$ cat config.mk
export PLATFORM = sky130hd
export DESIGN_NAME = port_io_crossbar_config
export DESIGN_NICKNAME = d
export VERILOG_FILES = /design/src/rtl/port_io_pkg.sv /design/src/rtl/port_io_crossbar_config.sv
export SDC_FILE = /design/constraint.sdc
export NUM_CORES = 2
export LEC_CHECK = 0
export ABC_AREA = 1
export CELL_PAD_IN_SITES_DETAIL_PLACEMENT = 0
export CELL_PAD_IN_SITES_GLOBAL_PLACEMENT = 2
export CORE_MARGIN = 2
export CORE_UTILIZATION = 36
export CTS_CLUSTER_DIAMETER = 80
export DETAILED_ROUTE_END_ITERATION = 7
export DONT_BUFFER_PORTS = 1
export PLACE_DENSITY = 0.94
export SLEW_MARGIN = 20
export SYNTH_ARGS = -nofsm -noshare
export SYNTH_HDL_FRONTEND = slang
export SYNTH_SLANG_ARGS = --single-unit
export TNS_END_PERCENT = 1
$ cat constraint.sdc
create_clock -name clk -period 14.5 [get_ports clk]
set_input_delay 0.725 -clock clk [delete_from_list [all_inputs] [get_ports clk]]
set_output_delay 0.725 -clock clk [all_outputs]
set_load 0.005 [all_outputs]
$ cat src/rtl/port_io_pkg.sv
// Constants for the port I/O and priority crossbar block
package port_io_pkg;
  localparam int NPINS  = 18;          // All pins, banks 0..2
  localparam int NXPINS = 16;          // Crossbar-capable pins
  localparam int NSIG   = 20;          // Routable peripheral signals
  localparam int NBANKS = 3;
  localparam int BANK_W = 8;           // Pins per bank
  localparam int DEBUG_PIN = 16;       // First pin of the third bank

  // Fixed serial port pins
  localparam logic [3:0] UART_TX_PIN = 4'h4;
  localparam logic [3:0] UART_RX_PIN = 4'h5;

  // Signal indices in priority order
  localparam int SIG_UTX  = 0;
  localparam int SIG_URX  = 1;
  localparam int SIG_SCK  = 2;
  localparam int SIG_MISO = 3;
  localparam int SIG_MOSI = 4;
  localparam int SIG_NSS  = 5;
  localparam int SIG_SDA  = 6;
  localparam int SIG_SCL  = 7;
  localparam int SIG_CP0  = 8;
  localparam int SIG_CP0A = 9;
  localparam int SIG_CP1  = 10;
  localparam int SIG_CP1A = 11;
  localparam int SIG_SYSCLK = 12;
  localparam int SIG_CEX0 = 13;
  localparam int SIG_ECI  = 16;
  localparam int SIG_T0   = 17;
  localparam int SIG_T1   = 18;
  localparam int SIG_T2   = 19;

  // First select register bit positions
  localparam int SEL1_UART   = 0;
  localparam int SEL1_SPI    = 1;
  localparam int SEL1_SMB    = 2;
  localparam int SEL1_CP0    = 3;
  localparam int SEL1_CP0A   = 4;
  localparam int SEL1_CP1    = 5;
  localparam int SEL1_CP1A   = 6;
  localparam int SEL1_SYSCLK = 7;
  // Second select register bit positions
  localparam int SEL2_PCA_LO = 0;      // Two-bit CEX channel count
  localparam int SEL2_PCA_HI = 1;
  localparam int SEL2_ECI    = 2;
  localparam int SEL2_T0     = 3;
  localparam int SEL2_T1     = 4;
  localparam int SEL2_T2     = 5;
  localparam int SEL2_PUD    = 7;      // Weak pull-up disable
  // Third select register bit positions
  localparam int SEL3_SPI4W  = 0;      // Route the SPI slave-select line
  localparam int SEL3_XBAR   = 6;      // Crossbar global enable

  // Reset values: every pin digital input, crossbar off
  localparam logic [NPINS-1:0] INPUT_MODE_RESET = 18'h3FFFF;
endpackage

$ cat src/rtl/port_io_crossbar_config.sv
// Port pin configuration and priority crossbar routing
`timescale 1ns/1ps
`default_nettype none
module port_io_crossbar_config
  import port_io_pkg::*;
(
  input  wire logic                clk,
  input  wire logic                rst,
  // Configuration, held by the core's special-function registers
  input  wire logic [NPINS-1:0]    port_input_mode_reg,
  input  wire logic [NPINS-1:0]    port_output_mode_reg,
  input  wire logic [NXPINS-1:0]   crossbar_skip_reg,
  input  wire logic [NPINS-1:0]    port_latch_wr,
  input  wire logic [7:0]          crossbar_select_first,
  input  wire logic [7:0]          crossbar_select_second,
  input  wire logic [7:0]          crossbar_select_third,
  input  wire logic [NBANKS-1:0]   bank_drive_sel,
  // Peripheral side
  input  wire logic [NSIG-1:0]     periph_out,
  input  wire logic [NSIG-1:0]     periph_drive,
  output logic [NSIG-1:0]          periph_in,
  // Debug data line sharing the first third-bank pin
  input  wire logic                debug_active,
  input  wire logic                debug_data_out,
  input  wire logic                debug_data_drive,
  output logic                     debug_data_in,
  // Port latch read-back
  output logic [NPINS-1:0]         port_latch_rd,
  // Pad side
  input  wire logic [NPINS-1:0]    pin_in,
  output logic [NPINS-1:0]         pin_out,
  output logic [NPINS-1:0]         pin_oe_n,
  output logic [NPINS-1:0]         pin_pullup_en,
  output logic [NPINS-1:0]         pin_analog_en,
  output logic [NBANKS-1:0]        bank_drive_high
);

  // Two-stage synchroniser; stage one feeds stage two only
  logic [NPINS-1:0] pin_meta;
  logic [NPINS-1:0] pin_sync;
  // Not reset: both stages flush within two edges of any pad level

  // Stage one may go metastable, so only stage two reads it
  always_ff @(posedge clk)
  begin
    pin_meta <= pin_in;
  end

  // Stage two gives the settled copy that every reader uses
  always_ff @(posedge clk)
  begin
    pin_sync <= pin_meta;
  end

  // Global controls
  // Select bits are read live; software owns the order of set-up
  wire xbar_on    = crossbar_select_third[SEL3_XBAR];
  wire pud        = crossbar_select_second[SEL2_PUD];
  wire [1:0] pca_n = crossbar_select_second[SEL2_PCA_HI:SEL2_PCA_LO];
  wire uart_on    = crossbar_select_first[SEL1_UART];
  wire spi_on     = crossbar_select_first[SEL1_SPI];
  wire smb_on     = crossbar_select_first[SEL1_SMB];

  // Per-signal enables from the select registers
  wire [NSIG-1:0] sig_en;
  assign sig_en[SIG_UTX]  = uart_on;
  assign sig_en[SIG_URX]  = uart_on;
  assign sig_en[SIG_SCK]  = spi_on;
  assign sig_en[SIG_MISO] = spi_on;
  assign sig_en[SIG_MOSI] = spi_on;
  assign sig_en[SIG_NSS]  = spi_on & crossbar_select_third[SEL3_SPI4W];
  assign sig_en[SIG_SDA]  = smb_on;
  assign sig_en[SIG_SCL]  = smb_on;
  assign sig_en[SIG_CP0]  = crossbar_select_first[SEL1_CP0];
  assign sig_en[SIG_CP0A] = crossbar_select_first[SEL1_CP0A];
  assign sig_en[SIG_CP1]  = crossbar_select_first[SEL1_CP1];
  assign sig_en[SIG_CP1A] = crossbar_select_first[SEL1_CP1A];
  assign sig_en[SIG_SYSCLK] = crossbar_select_first[SEL1_SYSCLK];
  assign sig_en[SIG_ECI]  = crossbar_select_second[SEL2_ECI];
  assign sig_en[SIG_T0]   = crossbar_select_second[SEL2_T0];
  assign sig_en[SIG_T1]   = crossbar_select_second[SEL2_T1];
  assign sig_en[SIG_T2]   = crossbar_select_second[SEL2_T2];

  // Capture/compare outputs enabled by channel count
  // The channel count reaches as many channels as sit before ECI
  localparam int NCEX = SIG_ECI - SIG_CEX0;
  genvar c;
  generate
    for (c = 0; c < NCEX; c++)
    begin : g_cex
      assign sig_en[SIG_CEX0 + c] = (32'(pca_n) > c);
    end
  endgenerate

  // Priority decoder: walk signals after the serial port in order, give each the lowest free pin.
  // Skipped pins start out taken so they are passed over like claimed ones.
  logic [NXPINS-1:0] taken;
  logic [3:0]        sig_pin [NSIG];
  logic [NSIG-1:0]   sig_ok;
  logic [4:0]        pin_sig [NXPINS];
  logic [NXPINS-1:0] pin_ok;
  logic              found;

  // Bus line test for the open-drain override.
  // Kept apart so the bus signal indices are named in one place.
  function automatic logic is_bus_line(input logic [4:0] sig);
    is_bus_line = (sig == 5'(SIG_SDA)) | (sig == 5'(SIG_SCL));
  endfunction

  always_comb
  begin
    taken  = crossbar_skip_reg;
    sig_ok = '0;
    pin_ok = '0;
    found  = 1'b0;
    // Unused entries read as zero and are masked by sig_ok or pin_ok
    for (int s = 0; s < NSIG; s++)
      sig_pin[s] = 4'h0;
    for (int p = 0; p < NXPINS; p++)
      pin_sig[p] = 5'h00;
    // Serial port is pinned regardless of skips
    if (uart_on)
    begin
      taken[UART_TX_PIN] = 1'b1;
      taken[UART_RX_PIN] = 1'b1;
      sig_pin[SIG_UTX]   = UART_TX_PIN;
      sig_pin[SIG_URX]   = UART_RX_PIN;
      sig_ok[SIG_UTX]    = 1'b1;
      sig_ok[SIG_URX]    = 1'b1;
    end
    // A signal finding no free pin stays unassigned; software must
    // count its pins, nothing here flags the shortage
    for (int s = SIG_SCK; s < NSIG; s++)
    begin
      found = 1'b0;
      if (sig_en[s])
      begin
        for (int p = 0; p < NXPINS; p++)
        begin
          if (!found && !taken[p])
          begin
            found      = 1'b1;
            taken[p]   = 1'b1;
            sig_pin[s] = 4'(p);
            sig_ok[s]  = 1'b1;
          end
        end
      end
    end
    // Reverse map: which signal owns each pin
    for (int s = 0; s < NSIG; s++)
    begin
      if (sig_ok[s])
      begin
        pin_sig[sig_pin[s]] = 5'(s);
        pin_ok[sig_pin[s]]  = 1'b1;
      end
    end
  end

  // Per-pin drive decisions
  logic [NPINS-1:0] digital;
  logic [NPINS-1:0] routed;
  logic [NPINS-1:0] value;
  logic [NPINS-1:0] want_drive;
  logic [NPINS-1:0] open_drain;
  logic [NPINS-1:0] drive_on;
  logic [NPINS-1:0] next_pullup;
  logic [NPINS-1:0] pad_drive;

  assign digital = port_input_mode_reg;

  // Debug line overrides the enable check so debugging works before set-up.
  // Trade-off: debug wins over any GPIO use of that pin while active.
  // It also ignores the output mode, so it may drive a one hard.
  wire dbg_drive = debug_active & debug_data_drive & digital[DEBUG_PIN];

  genvar i;
  generate
    for (i = 0; i < NPINS; i++)
    begin : g_pin
      if (i < NXPINS)
      begin : g_xbar
        // Routing only counts once the crossbar is on
        assign routed[i] = xbar_on & pin_ok[i];
        assign value[i] = routed[i] ? periph_out[pin_sig[i]]
                                    : port_latch_wr[i];
        assign want_drive[i] = routed[i] ? periph_drive[pin_sig[i]]
                                         : 1'b1;
        // Bus lines override the mode register
        assign open_drain[i] = ~port_output_mode_reg[i] |
          (routed[i] & is_bus_line(pin_sig[i]));
      end
      else
      begin : g_gpio
        // Third bank never joins the crossbar
        assign routed[i] = 1'b0;
        assign value[i] = (i == DEBUG_PIN && debug_active) ?
                          debug_data_out : port_latch_wr[i];
        assign want_drive[i] = (i == DEBUG_PIN && debug_active) ?
                               debug_data_drive : 1'b1;
        assign open_drain[i] = ~port_output_mode_reg[i];
      end
      // No driver while crossbar off or pin analog; open-drain drives low only
      assign drive_on[i] = xbar_on & digital[i] & want_drive[i] &
                           (~open_drain[i] | ~value[i]);
      // Pad drive as the pull-up sees it, debug override included
      assign pad_drive[i] = drive_on[i] | ((i == DEBUG_PIN) & dbg_drive);
      // Pull-up on open-drain digital pins unless disabled or pulling low
      assign next_pullup[i] = digital[i] & open_drain[i] & ~pud &
                              ~(pad_drive[i] & ~value[i]);
    end
  endgenerate

  // Pad drive value, low in reset so nothing glitches at power-up
  always_ff @(posedge clk)
  begin
    if (rst)
      pin_out <= '0;
    else
      pin_out <= value;
  end

  // Output enables, active low; reset releases every pad
  always_ff @(posedge clk)
  begin
    if (rst)
      pin_oe_n <= '1;
    else
      pin_oe_n <= ~pad_drive;
  end

  // Weak pull-ups follow the pad drive decided this cycle
  always_ff @(posedge clk)
  begin
    if (rst)
      pin_pullup_en <= '0;
    else
      pin_pullup_en <= next_pullup;
  end

  // Analog switches follow the inverted input mode bits
  always_ff @(posedge clk)
  begin
    if (rst)
      pin_analog_en <= '0;
    else
      pin_analog_en <= ~digital;
  end

  // Bank drive strength, two levels per bank.
  // Registered so the pad slew control never sees a select glitch.
  always_ff @(posedge clk)
  begin
    if (rst)
      bank_drive_high <= '0;
    else
      bank_drive_high <= bank_drive_sel;
  end

  // Input receivers: analog pins read low since the receiver is off.
  // Gating here keeps a floating analog pad away from every reader.
  wire [NPINS-1:0] rx = pin_sync & digital;

  // Peripheral inputs follow the pin each signal owns;
  // a signal without a pin reads low, never a stale pin
  logic [NSIG-1:0] next_periph_in;
  generate
    for (i = 0; i < NSIG; i++)
    begin : g_sig
      assign next_periph_in[i] = xbar_on & sig_ok[i] & rx[sig_pin[i]];
    end
  endgenerate

  // Latch reads show the pin level whatever the routing
  always_ff @(posedge clk)
  begin
    if (rst)
      port_latch_rd <= '0;
    else
      port_latch_rd <= rx;
  end

  // Peripheral inputs, registered once more after the synchroniser
  always_ff @(posedge clk)
  begin
    if (rst)
      periph_in <= '0;
    else
      periph_in <= next_periph_in;
  end

  // Debug data read-back shares the same settled copy
  always_ff @(posedge clk)
  begin
    if (rst)
      debug_data_in <= 1'b0;
    else
      debug_data_in <= rx[DEBUG_PIN];
  end

endmodule
`default_nettype wire

* After elaboration in Yosys (flattened, before gate mapping)
Index checks and enable logic that the tools add are counted.
W data, S select, Z words.
** Word-level totals
- Register bits :: 150
- Output and inout bits :: 114
- Word-level logic and storage cells :: 3071
** Cells by class
- Order comparisons :: 117
- Eq/ne operators :: 32
- Muxes and demuxes :: 1646
- Bitwise operators :: 417
- Reduce and logical (&&, ||, !) cells :: 849
** Operators by type and width (count)
- $mux W80 :: 18
- $mux W1 :: 1207
- $mux W4 :: 269
- $mux W16 :: 37
- $logic_not A1 Y1 :: 540
- $and A48 B48 Y48 :: 8
- $not A48 Y48 :: 8
- $demux W5 S4 :: 19
- $or A16 B16 Y16 :: 23
- $logic_and A1 B1 Y1 :: 309
- $and A64 B64 Y64 :: 4
- $not A64 Y64 :: 4
- $or A32 B32 Y32 :: 8
- $or A48 B48 Y48 :: 5
- $and A1 B1 Y1 :: 200
- $and A32 B32 Y32 :: 5
- $bmux W1 S5 :: 32
- $eq A5 B3 Y1 const B :: 32
- $not A32 Y32 :: 5
- $lt A4 B6 Y1 const B :: 19
- $lt A5 B6 Y1 const B :: 16
- $ge A5 B5 Y1 const B :: 19
- $lt A4 B5 Y1 const B :: 19
- $lt A5 B1 Y1 const B :: 19
- 20 further kinds :: 236

* Depth between registers and ports, before layout
- Depth in word-level cells :: 1134
- Gate-level depth with buffers :: 62
- Mapped depth without buffers :: 60

* Worst setup path before layout
Ideal clock, no wire load.
- Path kind :: input -> register
- From :: input port crossbar_select_first[1]
- To :: register pin_pullup_en[7]
- Setup time :: 0.109 ns
- Arrival :: 5.788 ns
- Data required time :: 14.391 ns
- Setup slack :: 8.603 ns
- Cell stages on the path :: 51
- Path through :: buf_4 -> buf_6 -> nand2_1 -> inv_1 -> nand2_1 -> nand3_2 -> nor2_2 -> nor2_1 -> nor2_4 -> nor2_2 -> nand2_2 -> inv_1 -> nand2_1 -> nor2_1 -> nand2_1 -> clkinv_1 -> nand3_1 -> nand2_1 -> (+15 left out) -> nand2_1 -> o21bai_1 -> nand2_1 -> nor2_8 -> nand2_2 -> nand2_2 -> buf_6 -> inv_2 -> nand2_1 -> nand3_1 -> nand3_1 -> nand2_1 -> nand2_1 -> nand3_1 -> nand2_1 -> nand3b_1 -> nand2_1 -> inv_1
** On the way
- Word-level cells in the longest chain between the ends :: 145
** RTL lines
- start, declared :: RTL line port_io_crossbar_config.sv:14 : input wire logic [7:0] crossbar_select_first,
- parallel branches: the longest is 144 deep, another holds $mux W16
- $and A1 B1 Y1 (*) :: RTL line port_io_crossbar_config.sv:210 : assign next_pullup[i] = digital[i] & open_drain[i] & ~pud &
- end signal, assigned :: RTL line port_io_crossbar_config.sv:239 : pin_pullup_en <= next_pullup;
- end, declared :: RTL line port_io_crossbar_config.sv:33 : output logic [NPINS-1:0] pin_pullup_en,
Every way passes the cells marked *. The select of a mux whose other input is x is not followed.
A chain may end at the register's enable or synchronous reset.

* Worst setup path after layout
- From :: input port crossbar_select_first[2]
- To :: register pin_oe_n[5]
** On the way
- Word-level cells in the longest chain between the ends :: 127
** RTL lines
- parallel branches: the longest is 125 deep, another holds $mux W16
- $and A1 B1 Y1 (*) :: RTL line port_io_crossbar_config.sv:205 : assign drive_on[i] = xbar_on & digital[i] & want_drive[i] &
- $not A18 Y18 (*) :: RTL line port_io_crossbar_config.sv:230 : pin_oe_n <= ~pad_drive;
- end signal, assigned :: RTL line port_io_crossbar_config.sv:230
- end, declared :: RTL line port_io_crossbar_config.sv:32 : output logic [NPINS-1:0] pin_oe_n,
Marked as above.

==> results.sh <==
export IMPL_multiInputGateArea_mm2=0.0186
export IMPL_rsz0062_at_grt="no"
export IMPL_fmax_ghz=0.125
export IMPL_cpMostUsedCell="nand2_1"
export IMPL_via_per_inst=5.96
export IMPL_slew_headroom_pct=17.5
export IMPL_path_delay_family="simple AND/OR/NAND/NOR gates"
export IMPL_grt_first_pass_wirelength_um=201000
export IMPL_finalNonFillerCells=5686
export IMPL_clk_latency_ns=0.52
export IMPL_required_ns=14.91
export IMPL_htree_levels=4
export IMPL_max_cap_violations=0
export IMPL_ys_seq_area_share_pct=11.9
export IMPL_min_path_type="in2reg"
export IMPL_synth_area_leaders="nand2_1, nand3_1, dfxtp_1"
export IMPL_critPathMaxFanout=25
export IMPL_cp_arrival_ns=8.42
export IMPL_cp_buffers_inverters=11
export IMPL_period_share_pct=55.3
export IMPL_synth_common_cells="nand2_1, nand3_1, nor2_1"
export IMPL_p_sw_mw=2.25
export IMPL_wl_um=142000
export IMPL_dp_hpwl_um=108000
export IMPL_antenna_found_initial=12
export IMPL_core_area_mm2=0.0687
export IMPL_synth_compound_area_share_pct=19.0
export IMPL_cts_root_buf="clkbuf_16"
export IMPL_io_buffers=0
export IMPL_crit_slowest_cell="nor2_1"
export IMPL_syn_avg_cell_area_um2=5.15
export IMPL_die_w_um=268
export IMPL_route_detailed_drc=2
export IMPL_start_util_pct=36.4
export IMPL_p_seq_share_pct=12.5
export IMPL_synthAdderAreaFrac_pct=0
export IMPL_cts_made_buffers=17
export IMPL_clockBufferDepth=2
export IMPL_synth_most_common_cell="nand2_1"
export IMPL_synth_seq_cells=149
export IMPL_yosysTopAreaCellShare_pct=20.6
export IMPL_syn_num_nets=5020
export IMPL_place_congestion=1.08
export IMPL_final_layout_size_suffix_gt1_share_pct=8.07
export IMPL_yosysWarningCount=0
export IMPL_crit_path_end_kind="flop"
export IMPL_gr_total_overflow=0
export IMPL_start_kind="input port"
export IMPL_post_place_cells=5645
export IMPL_synth_top_family_by_area="simple AND/OR/NAND/NOR gates"
export IMPL_cts_tree="yes"
export IMPL_cts_sinks=149
export IMPL_grt_usage_pct=38.3
export IMPL_sw_frac_of_total_pct=60.8
export IMPL_combPwrFrac_pct=74.8
export IMPL_fillCellCount=7973
export IMPL_worst_setup_hold_path_clk_slew_ns=0.08
export IMPL_setup_viol=0
export IMPL_first_pass_iters=8
export IMPL_ant_nets=0
export IMPL_tightest_slew_ns=1.24
export IMPL_area_delta_synth_final_pct=4.01
export IMPL_hold_viol_final=0
export IMPL_final_max_slew_viol_count=0
export IMPL_crit_type="in2reg"
export IMPL_synth_edf_count=0
export IMPL_ir_drop_v=0.0000977
export IMPL_yosys_area_share_simple_pct=55.1
export IMPL_timing_hold_ws_ns=0.258
export IMPL_postCtsSetupBuffers=0
export IMPL_first_iter_violations=4337
export IMPL_grt_pass1_vias=29900
export IMPL_final_util_pct=37.9
export IMPL_die_h_um=268
export IMPL_synth_xor_area_share_pct=0
export IMPL_wl_per_cell_um=25.0
export IMPL_leakagePower_nw=13.6
export IMPL_power_density_mw_per_mm2=142
export IMPL_yosys_mux_area_fraction_pct=0.0400
export IMPL_fin_setup_tns_ns=0
export IMPL_p_int_mw=1.45
export IMPL_synth_area_mm2=0.0250
export IMPL_final_net_count=4893
export IMPL_cpPeakStageDelay_ns=0.62
export IMPL_status="finished, violations left"
export IMPL_grt_max_degree=61
export IMPL_violations="design-rule violations"
export IMPL_die_area_mm2=0.0716
export IMPL_p_clk_share_pct=12.7
export IMPL_finClkSkew_ns=0.0450
export IMPL_period_minus_slack_ns=8.01
export IMPL_reg2reg_slack_ns=11.31
export IMPL_yosys_area_top_type="nand2_1"
export IMPL_cts_hold_buf=0
export IMPL_ios=274
export IMPL_async_flop_share_pct=0
export IMPL_vias=33900
export IMPL_syn_inst=4860
export IMPL_synth_flop_cell="dfxtp_1"
export IMPL_cts_resized=0
export IMPL_rows=96
export IMPL_seq_area_mm2=0.00298
export IMPL_ys_types=71
-- cells by family (layout without fill, tap and decap cells) --
kind of cell | count (synthesis) | after routing
AND/OR/NAND/NOR | 3124 | 3124
AO/OA/AOI/OAI | 747 | 747
multiplexers | 1 | 1
other | 0 | 9
flip-flops | 149 | 149
buffers and inverters | 839 | 725
-- routing by layer --
metal | global-route usage (%) | routed length, µm | up-vias | share of wire (%)
li1 | - | - | 15900 | -
met1 | 50.1 | 57500 | 15400 | 40
met2 | 56.0 | 58000 | 2126 | 41
met3 | 11.4 | 18000 | 484 | 13
met4 | 20.6 | 8550 | 6 | 6.0
met5 | 0 | 58 | - | 0.041
-- worst reg2reg max path, cell delays in order, from the launching register on --
cell and delay [ns]:
dfxtp_1 0.31, nand2_1 0.60, inv_1 0.91, o2111ai_1 0.23
nand2_1 0.10, o221ai_1 0.10, a2111oi_0 0.76
-- power by group through the flow --
stage               registers, mW  logic [mW]  clock network (mW)
finish                      0.462        2.77               0.469
CTS                         0.463        2.66               0.469
global route                0.466        3.01               0.486
floorplan                   0.465        2.03                   0
global placement            0.471        2.66                   0
detailed placement          0.472        2.65                   0
-- registers in the layout, summed over array words and instances, names as in the netlist --
register / cells
pin_oe_n: 18
pin_meta: 18
bank_drive_high: 3
pin_pullup_en: 18
pin_analog_en: 18
periph_in: 20
pin_out: 18
pin_sync: 18
port_latch_rd: 18
-- placed cells by master (no fill, tap or decap), types with 49 or more instances in the layout --
cell	n
nand3_1	708
inv_2	92
nor3_1	54
o22ai_1	72
nand4_1	64
a21oi_1	156
nor2_2	59
o21ai_1	64
nor2_1	666
inv_1	555
o211ai_1	49
nand2_1	1372
nand2_2	81
dfxtp_1	149
o21ai_0	165
-- area by class of cell --
class | instances | share of cell area (%)
antenna | 9 | 0.0866
multi-input combinational | 3872 | 71.3
sequential | 149 | 11.5
tap | 931 | 4.48
inverter | 667 | 9.70
clock buffer | 19 | 1.74
timing repair buffer | 26 | 0.750
clock inverter | 13 | 0.433
-- stage by stage --
step	area [µm²]	setup slack (ns)	power, mW
after floorplan	25000	8.60	2.49
after global placement	25400	6.25	3.13
after detailed placement	25400	6.23	3.12
after CTS	26000	6.73	3.59
after global routing	26000	5.65	3.96
final	26000	6.49	3.70
-- final timing paths --
kind                             from                      end  cells after the start
max          crossbar_select_first[2]   pin_oe_n[5]$_SDFF_PP1_                     53
min                        pin_in[10]     pin_meta[10]$_DFF_P_                      0
max reg2reg       pin_sync[2]$_DFF_P_  periph_in[5]$_SDFF_PP0_                      6
min reg2reg      pin_meta[10]$_DFF_P_     pin_sync[10]$_DFF_P_                      0
Note: power is estimated with default switching activity, not from simulation.
